### src/core/lcpl_pkg.sv
/*
  Shared constants and helpers for the lamp output, polarity and link controller.
  Assumes eleven lamp channels, byte-wide registers and duty values in whole percent.
*/
package lcpl_pkg;

  localparam int LAMP_COUNT = 11;
  localparam int BYTE_W = 8;
  localparam int HI_W = LAMP_COUNT - BYTE_W;
  localparam int DUTY_W = 7;

  ////////////////////////////////////////////////////////////////////////////
  // register map
  localparam logic [7:0] ADDR_REQUEST_LO = 8'h73;
  localparam logic [7:0] ADDR_REQUEST_HI = 8'h74;
  localparam logic [7:0] ADDR_POLARITY_LO = 8'h75;
  localparam logic [7:0] ADDR_POLARITY_HI = 8'h76;
  localparam logic [7:0] ADDR_TRANSITION_LO = 8'h77;
  localparam logic [7:0] ADDR_TRANSITION_HI = 8'h78;

  localparam logic [7:0] REG_RESET = 8'h00;
  localparam logic [10:0] WORD_RESET = 11'h000;
  localparam logic [10:0] FULL_MASK = 11'h7ff;
  localparam logic [10:0] LO_MASK = 11'h0ff;
  localparam logic [10:0] HI_MASK = 11'h700;
  // channels 1..7 and 9..10 carry a transition bit; 8 and 11 cannot be linked
  localparam logic [10:0] TRANSITION_MASK = 11'h37f;
  localparam logic [10:0] LINKABLE_MASK = 11'h37f;
  localparam int IDX_LAMP9 = 8;
  localparam int IDX_LAMP10 = 9;

  ////////////////////////////////////////////////////////////////////////////
  // duty cycle scale
  localparam logic [6:0] DUTY_FULL = 7'h64;
  localparam logic [6:0] DUTY_ZERO = 7'h00;

  // replace the low or high byte of a lamp-wide word
  function automatic logic [10:0] lcplMerge(logic [10:0] cur, logic [7:0] data, logic isHi);
    logic [10:0] res;
    res = cur;
    if (isHi)
      res[10:8] = data[2:0];
    else
      res[7:0] = data;
    return res;
  endfunction : lcplMerge

  // read back one byte of a lamp-wide word; unused bits read zero
  function automatic logic [7:0] lcplByte(logic [10:0] word, logic isHi);
    logic [7:0] res;
    res = isHi ? {5'h00, word[10:8]} : word[7:0];
    return res;
  endfunction : lcplByte

  function automatic logic [6:0] lcplClampDuty(logic [6:0] duty);
    logic [6:0] res;
    res = (duty > DUTY_FULL) ? DUTY_FULL : duty;
    return res;
  endfunction : lcplClampDuty

endpackage : lcpl_pkg

### src/core/lcpl_cfg_if.sv
/*
  Configuration carrier between the register file and the channel logic.
  Assumes both ends run on clk_sys.
*/
`timescale 1ns/1ps
interface lcpl_cfg_if;
  logic [10:0] request;
  logic [10:0] polarity;
  logic [10:0] transition;
  logic mirrorLoad;
  logic [10:0] mirrorMask;
  logic [10:0] mirrorValue;

  modport regs (
    output request,
    output polarity,
    output transition,
    output mirrorLoad,
    output mirrorMask,
    output mirrorValue
  );

  modport core (
    input request,
    input polarity,
    input transition,
    input mirrorLoad,
    input mirrorMask,
    input mirrorValue
  );
endinterface : lcpl_cfg_if

### src/core/lcpl_reg_file.sv
/*
  Drive request, polarity and link transition registers with byte read-back.
  Assumes a single-cycle write strobe and a read strobe from the host side.
*/
`timescale 1ns/1ps
module lcpl_reg_file (
  input wire logic clk_sys, // system clock
  input wire logic rst_b, // async reset, active low
  input wire logic [7:0] regAddr, // register address
  input wire logic regWrite, // write strobe
  input wire logic regRead, // read strobe
  input wire logic [7:0] regWrData, // write data
  input wire logic polarityMirrorDecouple, // stops polarity writes reaching mirror bits
  output logic [7:0] regRdData, // read data, valid the cycle after regRead
  lcpl_cfg_if.regs cfg // configuration to the channel logic
);
  import lcpl_pkg::*;

  logic isHi;
  logic wrReq;
  logic wrPol;
  logic wrTrn;
  logic [10:0] polNext;

  assign isHi = (regAddr == ADDR_REQUEST_HI) || (regAddr == ADDR_POLARITY_HI) || (regAddr == ADDR_TRANSITION_HI);
  assign wrReq = regWrite && ((regAddr == ADDR_REQUEST_LO) || (regAddr == ADDR_REQUEST_HI));
  assign wrPol = regWrite && ((regAddr == ADDR_POLARITY_LO) || (regAddr == ADDR_POLARITY_HI));
  assign wrTrn = regWrite && ((regAddr == ADDR_TRANSITION_LO) || (regAddr == ADDR_TRANSITION_HI));
  assign polNext = lcplMerge(cfg.polarity, regWrData, isHi);

  always_ff @(posedge clk_sys or negedge rst_b)
  begin
    if (!rst_b)
      cfg.request <= WORD_RESET;
    else if (wrReq)
      cfg.request <= lcplMerge(cfg.request, regWrData, isHi) & FULL_MASK;
  end

  always_ff @(posedge clk_sys or negedge rst_b)
  begin
    if (!rst_b)
      cfg.polarity <= WORD_RESET;
    else if (wrPol)
      cfg.polarity <= polNext;
  end

  always_ff @(posedge clk_sys or negedge rst_b)
  begin
    if (!rst_b)
      cfg.transition <= WORD_RESET;
    else if (wrTrn)
      cfg.transition <= lcplMerge(cfg.transition, regWrData, isHi) & TRANSITION_MASK;
  end

  // polarity writes carry over to the mirror bits unless decoupled
  always_ff @(posedge clk_sys or negedge rst_b)
  begin
    if (!rst_b)
    begin
      cfg.mirrorLoad <= 1'b0;
      cfg.mirrorMask <= WORD_RESET;
      cfg.mirrorValue <= WORD_RESET;
    end
    else
    begin
      cfg.mirrorLoad <= wrPol && !polarityMirrorDecouple;
      cfg.mirrorMask <= isHi ? HI_MASK : LO_MASK;
      cfg.mirrorValue <= polNext;
    end
  end

  always_ff @(posedge clk_sys or negedge rst_b)
  begin
    if (!rst_b)
      regRdData <= REG_RESET;
    else if (regRead)
    begin
      unique case (regAddr)
        ADDR_REQUEST_LO, ADDR_REQUEST_HI: regRdData <= lcplByte(cfg.request, isHi);
        ADDR_POLARITY_LO, ADDR_POLARITY_HI: regRdData <= lcplByte(cfg.polarity, isHi);
        ADDR_TRANSITION_LO, ADDR_TRANSITION_HI: regRdData <= lcplByte(cfg.transition, isHi);
        default: regRdData <= REG_RESET;
      endcase
    end
  end
endmodule : lcpl_reg_file

### src/core/lcpl_pin_drive.sv
/*
  Turns the logical level of each lamp channel into pin output and enable.
  Assumes the pad resolves the wire from pinOut and pinOe.
*/
`timescale 1ns/1ps
module lcpl_pin_drive #(
  parameter int LAMPS = 11
) (
  input wire logic clk_sys, // system clock
  input wire logic rst_b, // async reset, active low
  input wire logic [LAMPS-1:0] level, // logical level after polarity
  input wire logic [LAMPS-1:0] pinDirection, // 1 = output
  input wire logic [LAMPS-1:0] pinOutputType, // 1 = push-pull, 0 = open-drain
  output logic [LAMPS-1:0] pinOut, // value driven while enabled
  output logic [LAMPS-1:0] pinOe // high while the pin is driven
);
  import lcpl_pkg::*;

  always_ff @(posedge clk_sys or negedge rst_b)
  begin
    if (!rst_b)
    begin
      pinOut <= WORD_RESET[LAMPS-1:0];
      pinOe <= WORD_RESET[LAMPS-1:0];
    end
    else
    begin
      for (int i = 0; i < LAMPS; i++)
      begin
        // open-drain releases for a high level and leans on the external pull-up
        pinOut[i] <= pinOutputType[i] & level[i];
        pinOe[i] <= pinDirection[i] & (pinOutputType[i] | ~level[i]);
      end
    end
  end
endmodule : lcpl_pin_drive

### src/core/lcpl_lamp_ctrl.sv
/*
  Lamp output control: drive requests, polarity, sensor link transitions and a
  direct-behaviour duty cycle generator for eleven lamp pins.
  Assumes touch and link inputs are synchronous to clk_sys, the mirror register
  lives outside and takes the mirror load pulse, and min/max duty are in percent.
*/
`timescale 1ns/1ps
module lcpl_lamp_ctrl
  import lcpl_pkg::*;
#(
  parameter int STEP_DIV = 16
) (
  input wire logic clk_sys, // system clock, 125 MHz
  input wire logic rst_b, // async reset, active low
  input wire logic [7:0] regAddr, // register address
  input wire logic regWrite, // register write strobe
  input wire logic regRead, // register read strobe
  input wire logic [7:0] regWrData, // register write data
  output logic [7:0] regRdData, // register read data
  input wire logic [lcpl_pkg::LAMP_COUNT-1:0] pinDirectionSelect, // 1 = pin is an output
  input wire logic [lcpl_pkg::LAMP_COUNT-1:0] pinOutputType, // 1 = push-pull
  input wire logic [lcpl_pkg::LAMP_COUNT-1:0] sensorLink, // per-lamp link to its sensor
  input wire logic [lcpl_pkg::LAMP_COUNT-1:0] touchSensorInput, // touch detected per lamp
  input wire logic invertedLinkTransition, // inverse transition mode
  input wire logic polarityMirrorDecouple, // blocks polarity to mirror copy
  input wire logic [lcpl_pkg::LAMP_COUNT-1:0] dutyReferenceFlip, // mirror bits, duty from 100
  input wire logic [lcpl_pkg::DUTY_W-1:0] minDuty, // minimum duty, percent
  input wire logic [lcpl_pkg::DUTY_W-1:0] maxDuty, // maximum duty, percent
  output logic [lcpl_pkg::LAMP_COUNT-1:0] pinOut, // pin output value
  output logic [lcpl_pkg::LAMP_COUNT-1:0] pinOe, // pin output enable
  output logic [lcpl_pkg::LAMP_COUNT-1:0] lampActuate, // effective actuation per lamp
  output logic mirrorLoad, // one-cycle pulse: load mirror bits
  output logic [lcpl_pkg::LAMP_COUNT-1:0] mirrorMask, // mirror bits to load
  output logic [lcpl_pkg::LAMP_COUNT-1:0] mirrorValue // new mirror values
);
  import lcpl_pkg::*;

  // refused at elaboration: the divider cannot count to zero steps
  if (STEP_DIV < 1)
  begin : g_bad_step_div
    $error("STEP_DIV must be at least one");
  end

  localparam int DIV_W = (STEP_DIV > 1) ? $clog2(STEP_DIV) : 1;
  localparam logic [DIV_W-1:0] DIV_LAST = DIV_W'(STEP_DIV - 1);
  localparam logic [DIV_W-1:0] DIV_ZERO = '0;

  ////////////////////////////////////////////////////////////////////////////
  // registers

  lcpl_cfg_if cfg ();

  lcpl_reg_file regFile (
    .clk_sys(clk_sys),
    .rst_b(rst_b),
    .regAddr(regAddr),
    .regWrite(regWrite),
    .regRead(regRead),
    .regWrData(regWrData),
    .polarityMirrorDecouple(polarityMirrorDecouple),
    .regRdData(regRdData),
    .cfg(cfg.regs)
  );

  assign mirrorLoad = cfg.mirrorLoad;
  assign mirrorMask = cfg.mirrorMask;
  assign mirrorValue = cfg.mirrorValue;

  ////////////////////////////////////////////////////////////////////////////
  // sensor linking

  logic [LAMP_COUNT-1:0] linkRaw;
  logic [LAMP_COUNT-1:0] linkEff;
  logic [LAMP_COUNT-1:0] linkPrev_reg;
  logic [LAMP_COUNT-1:0] linkRise;
  logic [LAMP_COUNT-1:0] holdFlag_reg;
  logic [LAMP_COUNT-1:0] holdFlag_next;
  logic [LAMP_COUNT-1:0] actuate_next;

  always_comb
  begin
    linkRaw = sensorLink & LINKABLE_MASK;
    // the up/down group link on lamp ten drags lamp nine along with it
    linkRaw[IDX_LAMP9] = sensorLink[IDX_LAMP9] | sensorLink[IDX_LAMP10];
    linkEff = linkRaw & pinDirectionSelect;
  end

  assign linkRise = linkEff & ~linkPrev_reg;

  always_ff @(posedge clk_sys or negedge rst_b)
  begin
    if (!rst_b)
      linkPrev_reg <= WORD_RESET;
    else
      linkPrev_reg <= linkEff;
  end

  // hold flag: the lamp kept its host-on state across linking
  always_comb
  begin
    holdFlag_next = holdFlag_reg;
    for (int i = 0; i < LAMP_COUNT; i++)
    begin
      if (!linkEff[i])
        holdFlag_next[i] = 1'b0;
      else if (linkRise[i] && !touchSensorInput[i] && cfg.request[i] && cfg.transition[i])
        holdFlag_next[i] = 1'b1;
    end
  end

  always_ff @(posedge clk_sys or negedge rst_b)
  begin
    if (!rst_b)
      holdFlag_reg <= WORD_RESET;
    else
      holdFlag_reg <= holdFlag_next;
  end

  // a linked lamp follows its sensor unless held; without a hold the link itself drops the
  // host-on state, which is the abrupt change that the transition bit avoids
  always_comb
  begin
    actuate_next = WORD_RESET;
    for (int i = 0; i < LAMP_COUNT; i++)
    begin
      if (!pinDirectionSelect[i])
        actuate_next[i] = 1'b0;
      else if (!linkEff[i])
        actuate_next[i] = cfg.request[i];
      else if (!holdFlag_next[i])
        actuate_next[i] = touchSensorInput[i];
      else if (invertedLinkTransition)
        actuate_next[i] = ~touchSensorInput[i];
      else
        actuate_next[i] = 1'b1;
    end
  end

  always_ff @(posedge clk_sys or negedge rst_b)
  begin
    if (!rst_b)
      lampActuate <= WORD_RESET;
    else
      lampActuate <= actuate_next;
  end

  ////////////////////////////////////////////////////////////////////////////
  // duty cycle period: 100 steps, one step per divider pulse

  logic [DIV_W-1:0] divCnt_reg;
  logic stepEn;
  logic [DUTY_W-1:0] phaseCnt_reg;
  logic periodEnd;

  always_ff @(posedge clk_sys or negedge rst_b)
  begin
    if (!rst_b)
      divCnt_reg <= DIV_ZERO;
    else if (divCnt_reg == DIV_LAST)
      divCnt_reg <= DIV_ZERO;
    else
      divCnt_reg <= divCnt_reg + DIV_W'(1);
  end

  assign stepEn = (divCnt_reg == DIV_LAST);
  assign periodEnd = (phaseCnt_reg == DUTY_FULL - DUTY_W'(1));

  always_ff @(posedge clk_sys or negedge rst_b)
  begin
    if (!rst_b)
      phaseCnt_reg <= DUTY_ZERO;
    else if (stepEn)
      phaseCnt_reg <= periodEnd ? DUTY_ZERO : phaseCnt_reg + DUTY_W'(1);
  end

  ////////////////////////////////////////////////////////////////////////////
  // duty mapping and polarity

  logic [DUTY_W-1:0] minClamped;
  logic [DUTY_W-1:0] maxClamped;
  logic [DUTY_W-1:0] dutyEff [LAMP_COUNT];
  logic [DUTY_W-1:0] dutyLatched_reg [LAMP_COUNT];
  logic [LAMP_COUNT-1:0] dutyPhase;
  logic [LAMP_COUNT-1:0] pinLevel;

  assign minClamped = lcplClampDuty(minDuty);
  assign maxClamped = lcplClampDuty(maxDuty);

  always_comb
  begin
    for (int i = 0; i < LAMP_COUNT; i++)
    begin
      logic [DUTY_W-1:0] target;
      target = lampActuate[i] ? maxClamped : minClamped;
      dutyEff[i] = dutyReferenceFlip[i] ? DUTY_FULL - target : target;
    end
  end

  // new duty values take effect at a period boundary so a pulse is never cut
  always_ff @(posedge clk_sys or negedge rst_b)
  begin
    if (!rst_b)
    begin
      for (int i = 0; i < LAMP_COUNT; i++)
        dutyLatched_reg[i] <= DUTY_ZERO;
    end
    else if (stepEn && periodEnd)
    begin
      for (int i = 0; i < LAMP_COUNT; i++)
        dutyLatched_reg[i] <= dutyEff[i];
    end
  end

  always_comb
  begin
    for (int i = 0; i < LAMP_COUNT; i++)
    begin
      dutyPhase[i] = (phaseCnt_reg < dutyLatched_reg[i]);
      // polarity alone picks the level; the mirror bit only moved the duty
      pinLevel[i] = cfg.polarity[i] ? dutyPhase[i] : ~dutyPhase[i];
    end
  end

  ////////////////////////////////////////////////////////////////////////////
  // pins

  lcpl_pin_drive #(
    .LAMPS(LAMP_COUNT)
  ) pinDrive (
    .clk_sys(clk_sys),
    .rst_b(rst_b),
    .level(pinLevel),
    .pinDirection(pinDirectionSelect),
    .pinOutputType(pinOutputType),
    .pinOut(pinOut),
    .pinOe(pinOe)
  );

endmodule : lcpl_lamp_ctrl

### config.mk
export PLATFORM = sky130hd
export DESIGN_NAME = lcpl_lamp_ctrl
export DESIGN_NICKNAME = d
export VERILOG_FILES = /design/src/core/lcpl_pkg.sv /design/src/core/lcpl_cfg_if.sv /design/src/core/lcpl_reg_file.sv /design/src/core/lcpl_pin_drive.sv /design/src/core/lcpl_lamp_ctrl.sv
export SDC_FILE = /design/constraint.sdc
export NUM_CORES = 1
export LEC_CHECK = 0
export BUFFER_PORTS_ARGS = -buffer_cell sky130_fd_sc_hd__buf_4
export CORE_UTILIZATION = 50
export CTS_BUF_LIST = sky130_fd_sc_hd__clkbuf_8
export DETAILED_ROUTE_END_ITERATION = 16
export PLACE_DENSITY = 0.76
export RECOVER_POWER = 100
export SKIP_CTS_REPAIR_TIMING = 1
export SYNTH_ARGS = -nofsm -noshare
export SYNTH_HDL_FRONTEND = slang
export SYNTH_HIERARCHICAL = 1
export SYNTH_SLANG_ARGS = --single-unit
### constraint.sdc
create_clock -name clk_sys -period 2.01 [get_ports clk_sys]
set_input_delay 0.201 -clock clk_sys [delete_from_list [all_inputs] [get_ports clk_sys]]
set_output_delay 0.201 -clock clk_sys [all_outputs]
set_load 0.02 [all_outputs]
==> impl_metrics.py <==
metrics = {
    "outcome": {
        "status": "finished with violations",
        "violations": "max-capacitance violations, max-slew violations, negative setup slack",
    },
    "floorplanning": {
        "core-area_um2": 25470,
        "fp.dieW_um": 164.2,
        "initial_core_util_pct": 51.63,
        "num_rows": 58,
        "io_pins": 155,
        "die_h_um": 164.2,
        "dieArea_um2": 26950,
    },
    "timing": {
        "setup_viol": 44,
        "fmax_ghz": 0.4578,
        "rsz0062_at_grt": "yes",
        "maxSlewHeadroom_pct": -4.161,
        "layout_min_cycle_time_ps": 2184,
        "fin_setup_tns_ps": -2084,
        "hold_viol_final": 0,
        "setup_ws_ps": -174.3,
        "fin_crit_sh_pct": 108.7,
        "slew_viol_final": 62,
        "fin_skew_ps": 26.08,
        "worst_pin_slew_ps": 1562,
    },
    "setup_path": {
        "startpoint_type": "flop",
        "r2r-start": "phaseCnt_reg[1]",
        "crit_type": "reg2reg",
        "cp-end-kind": "flop",
        "required_ps": 2430,
        "cp_max_fo": 21,
        "arrival_ps": 2610,
        "setup.worst_path.start": "phaseCnt_reg[1]",
    },
    "clock_tree": {
        "cts.htree.levels": 4,
        "cts.sinks": 192,
        "cts_tree": "done",
        "cts_buffer_depth": 2,
        "cts_made_buffers": 17,
        "cts_root_buf": "clkbuf_8",
        "clk_latency_ps": 500,
        "clk_pin_slew_ps": 130,
    },
    "global_routing": {
        "grt_start_max_net_pins": 62,
        "grt_pass1_wl_mm": 65.03,
        "track_usage_pct": 31.53,
        "antenna_found_initial": 0,
        "first_global_vias": 12260,
        "grt_overflow": 0,
    },
    "flow_run": {
        "maxCapViolations": 1,
    },
    "route": {
        "wl_mm": 45.41,
        "vias_per_cell": 6.285,
        "drt_iter0_drc": 1213,
        "ant_nets": 0,
        "num_vias": 13270,
        "drcViolationCount": 0,
        "dr.pass1.iters": 6,
        "wl_per_cell_um": 21.51,
    },
    "place": {
        "gp_congestion": 0.9745,
        "post_dp_cell_area_um2": 15640,
        "dpl.hpwl_mm": 30.42,
        "dpl_worst_slack_ps": -398.4,
        "io_buffers": 150,
    },
    "logic_synthesis": {
        "postSynthAreaPerCell_um2": 8.778,
        "synth_cells": 1498,
        "syn_nets": 1668,
        "syn-cell-area_um2": 13150,
        "yosys_warnings": 6,
    },
    "min_path": {
        "hold_class": "in2reg",
        "hold_start": "regWrData[1]",
    },
    "final_layout": {
        "drive_gt1_share_pct": 26.22,
        "area_growth_syn_to_layout_pct": 28.55,
        "n_antenna_cell": 0,
        "largest_reg_flops": 77,
        "finalInstanceArea_um2": 16910,
        "finalNetCount": 1938,
        "finish.utilization_pct": 66.37,
    },
    "power_and_ir_drop": {
        "power_density_nw_per_um2": 509.4,
        "switching_share_pct": 33.74,
        "p_seq_share_pct": 47.0,
        "switching_power_w": 0.002906,
        "p_comb_share_pct": 20.7,
        "vdd_drop_max_v": 0.0003854,
        "total_power_w": 0.008612,
        "p_leak_nw": 7.708,
        "p_int_w": 0.005706,
        "clkPwrFrac_pct": 32.3,
    },
}
==> per-layer routing <==
metal | vias up | wire, um | global-route usage [%]
met3 | 189 | 3693 | 4.848
met5 | - | 0 | 0
li1 | 5953 | - | -
met4 | 0 | 2295 | 16.62
met1 | 6417 | 17710 | 39.39
met2 | 708 | 21720 | 52.45
==> final timing paths <==
check                                             endpoint  slack (ps)  cells after the start
worst max-delay path                   dutyLatched_reg[20]        -170                      7
worst min-delay path            regFile/cfg.mirrorValue[9]           9                      2
worst max register to register         dutyLatched_reg[20]        -170                      7
worst min register to register               divCnt_reg[0]         490                      1
max in group asynchronous          regFile/cfg.polarity[3]         220                      3
min in group asynchronous       regFile/cfg.mirrorValue[8]         630                      2
==> layout make-up <==
| cell class | instances | area [um2] |
|---|---|---|
| Inverter | 98 | 367.9 |
| Clock buffer | 17 | 234.0 |
| Sequential cell | 192 | 4808 |
| Multi-Input combinational cell | 1098 | 8043 |
| Tap cell | 330 | 412.9 |
| Fill cell | 2040 | 8567 |
| Timing Repair Buffer | 361 | 2836 |
| Clock inverter | 15 | 202.7 |
==> power groups by stage <==
stage	Sequential [W]	Clock (W)	Combinational (W)
2_1_floorplan	0.00412	0	0.000884
3_5_place_dp	0.00412	0	0.00168
4_1_cts	0.00405	0.00281	0.00169
6_report	0.00405	0.00278	0.00178
3_3_place_gp	0.00412	0	0.00163
5_1_grt	0.00406	0.00294	0.00190
==> per-stage QoR <==
stage               cells  hold slack [ps]
finish               2111            8.647
global placement     2027            243.1
global route         2111            2.509
detailed placement   2027            247.7
CTS                  2059           -295.0
floorplan            1498           -94.59
==> placed cells by master (no fill, tap or decap), drive strengths merged, types with 11 or more instances in the layout <==
| cell type | instances |
|---|---|
| dlygate4sd3 | 39 |
| a21o | 18 |
| a21oi | 47 |
| nand3 | 72 |
| mux2i | 14 |
| nor4 | 15 |
| o21ai | 126 |
| a211oi | 34 |
| mux2 | 52 |
| or3 | 13 |
| nand2b | 57 |
| nand2 | 122 |
| o22ai | 15 |
| dfrtp | 192 |
| inv | 106 |
| clkbuf | 83 |
| and2 | 28 |
| xor2 | 20 |
| o311ai | 12 |
| nor3 | 46 |
| o21a | 26 |
| buf | 256 |
| a2111o | 15 |
| nor2b | 30 |
| ha | 79 |
| o211ai | 22 |
| a21boi | 28 |
| nor2 | 77 |
| nand4 | 11 |
==> worst max-delay path, cell delays in order (launching register included) <==
cell and delay (ps):
dfrtp_1 440, buf_2 170, ha_1 160, and4b_2 350
nand3_4 240, buf_12 250, a2111oi_1 350, nand3b_1 160
Note: power is estimated with default switching activity, not from simulation.
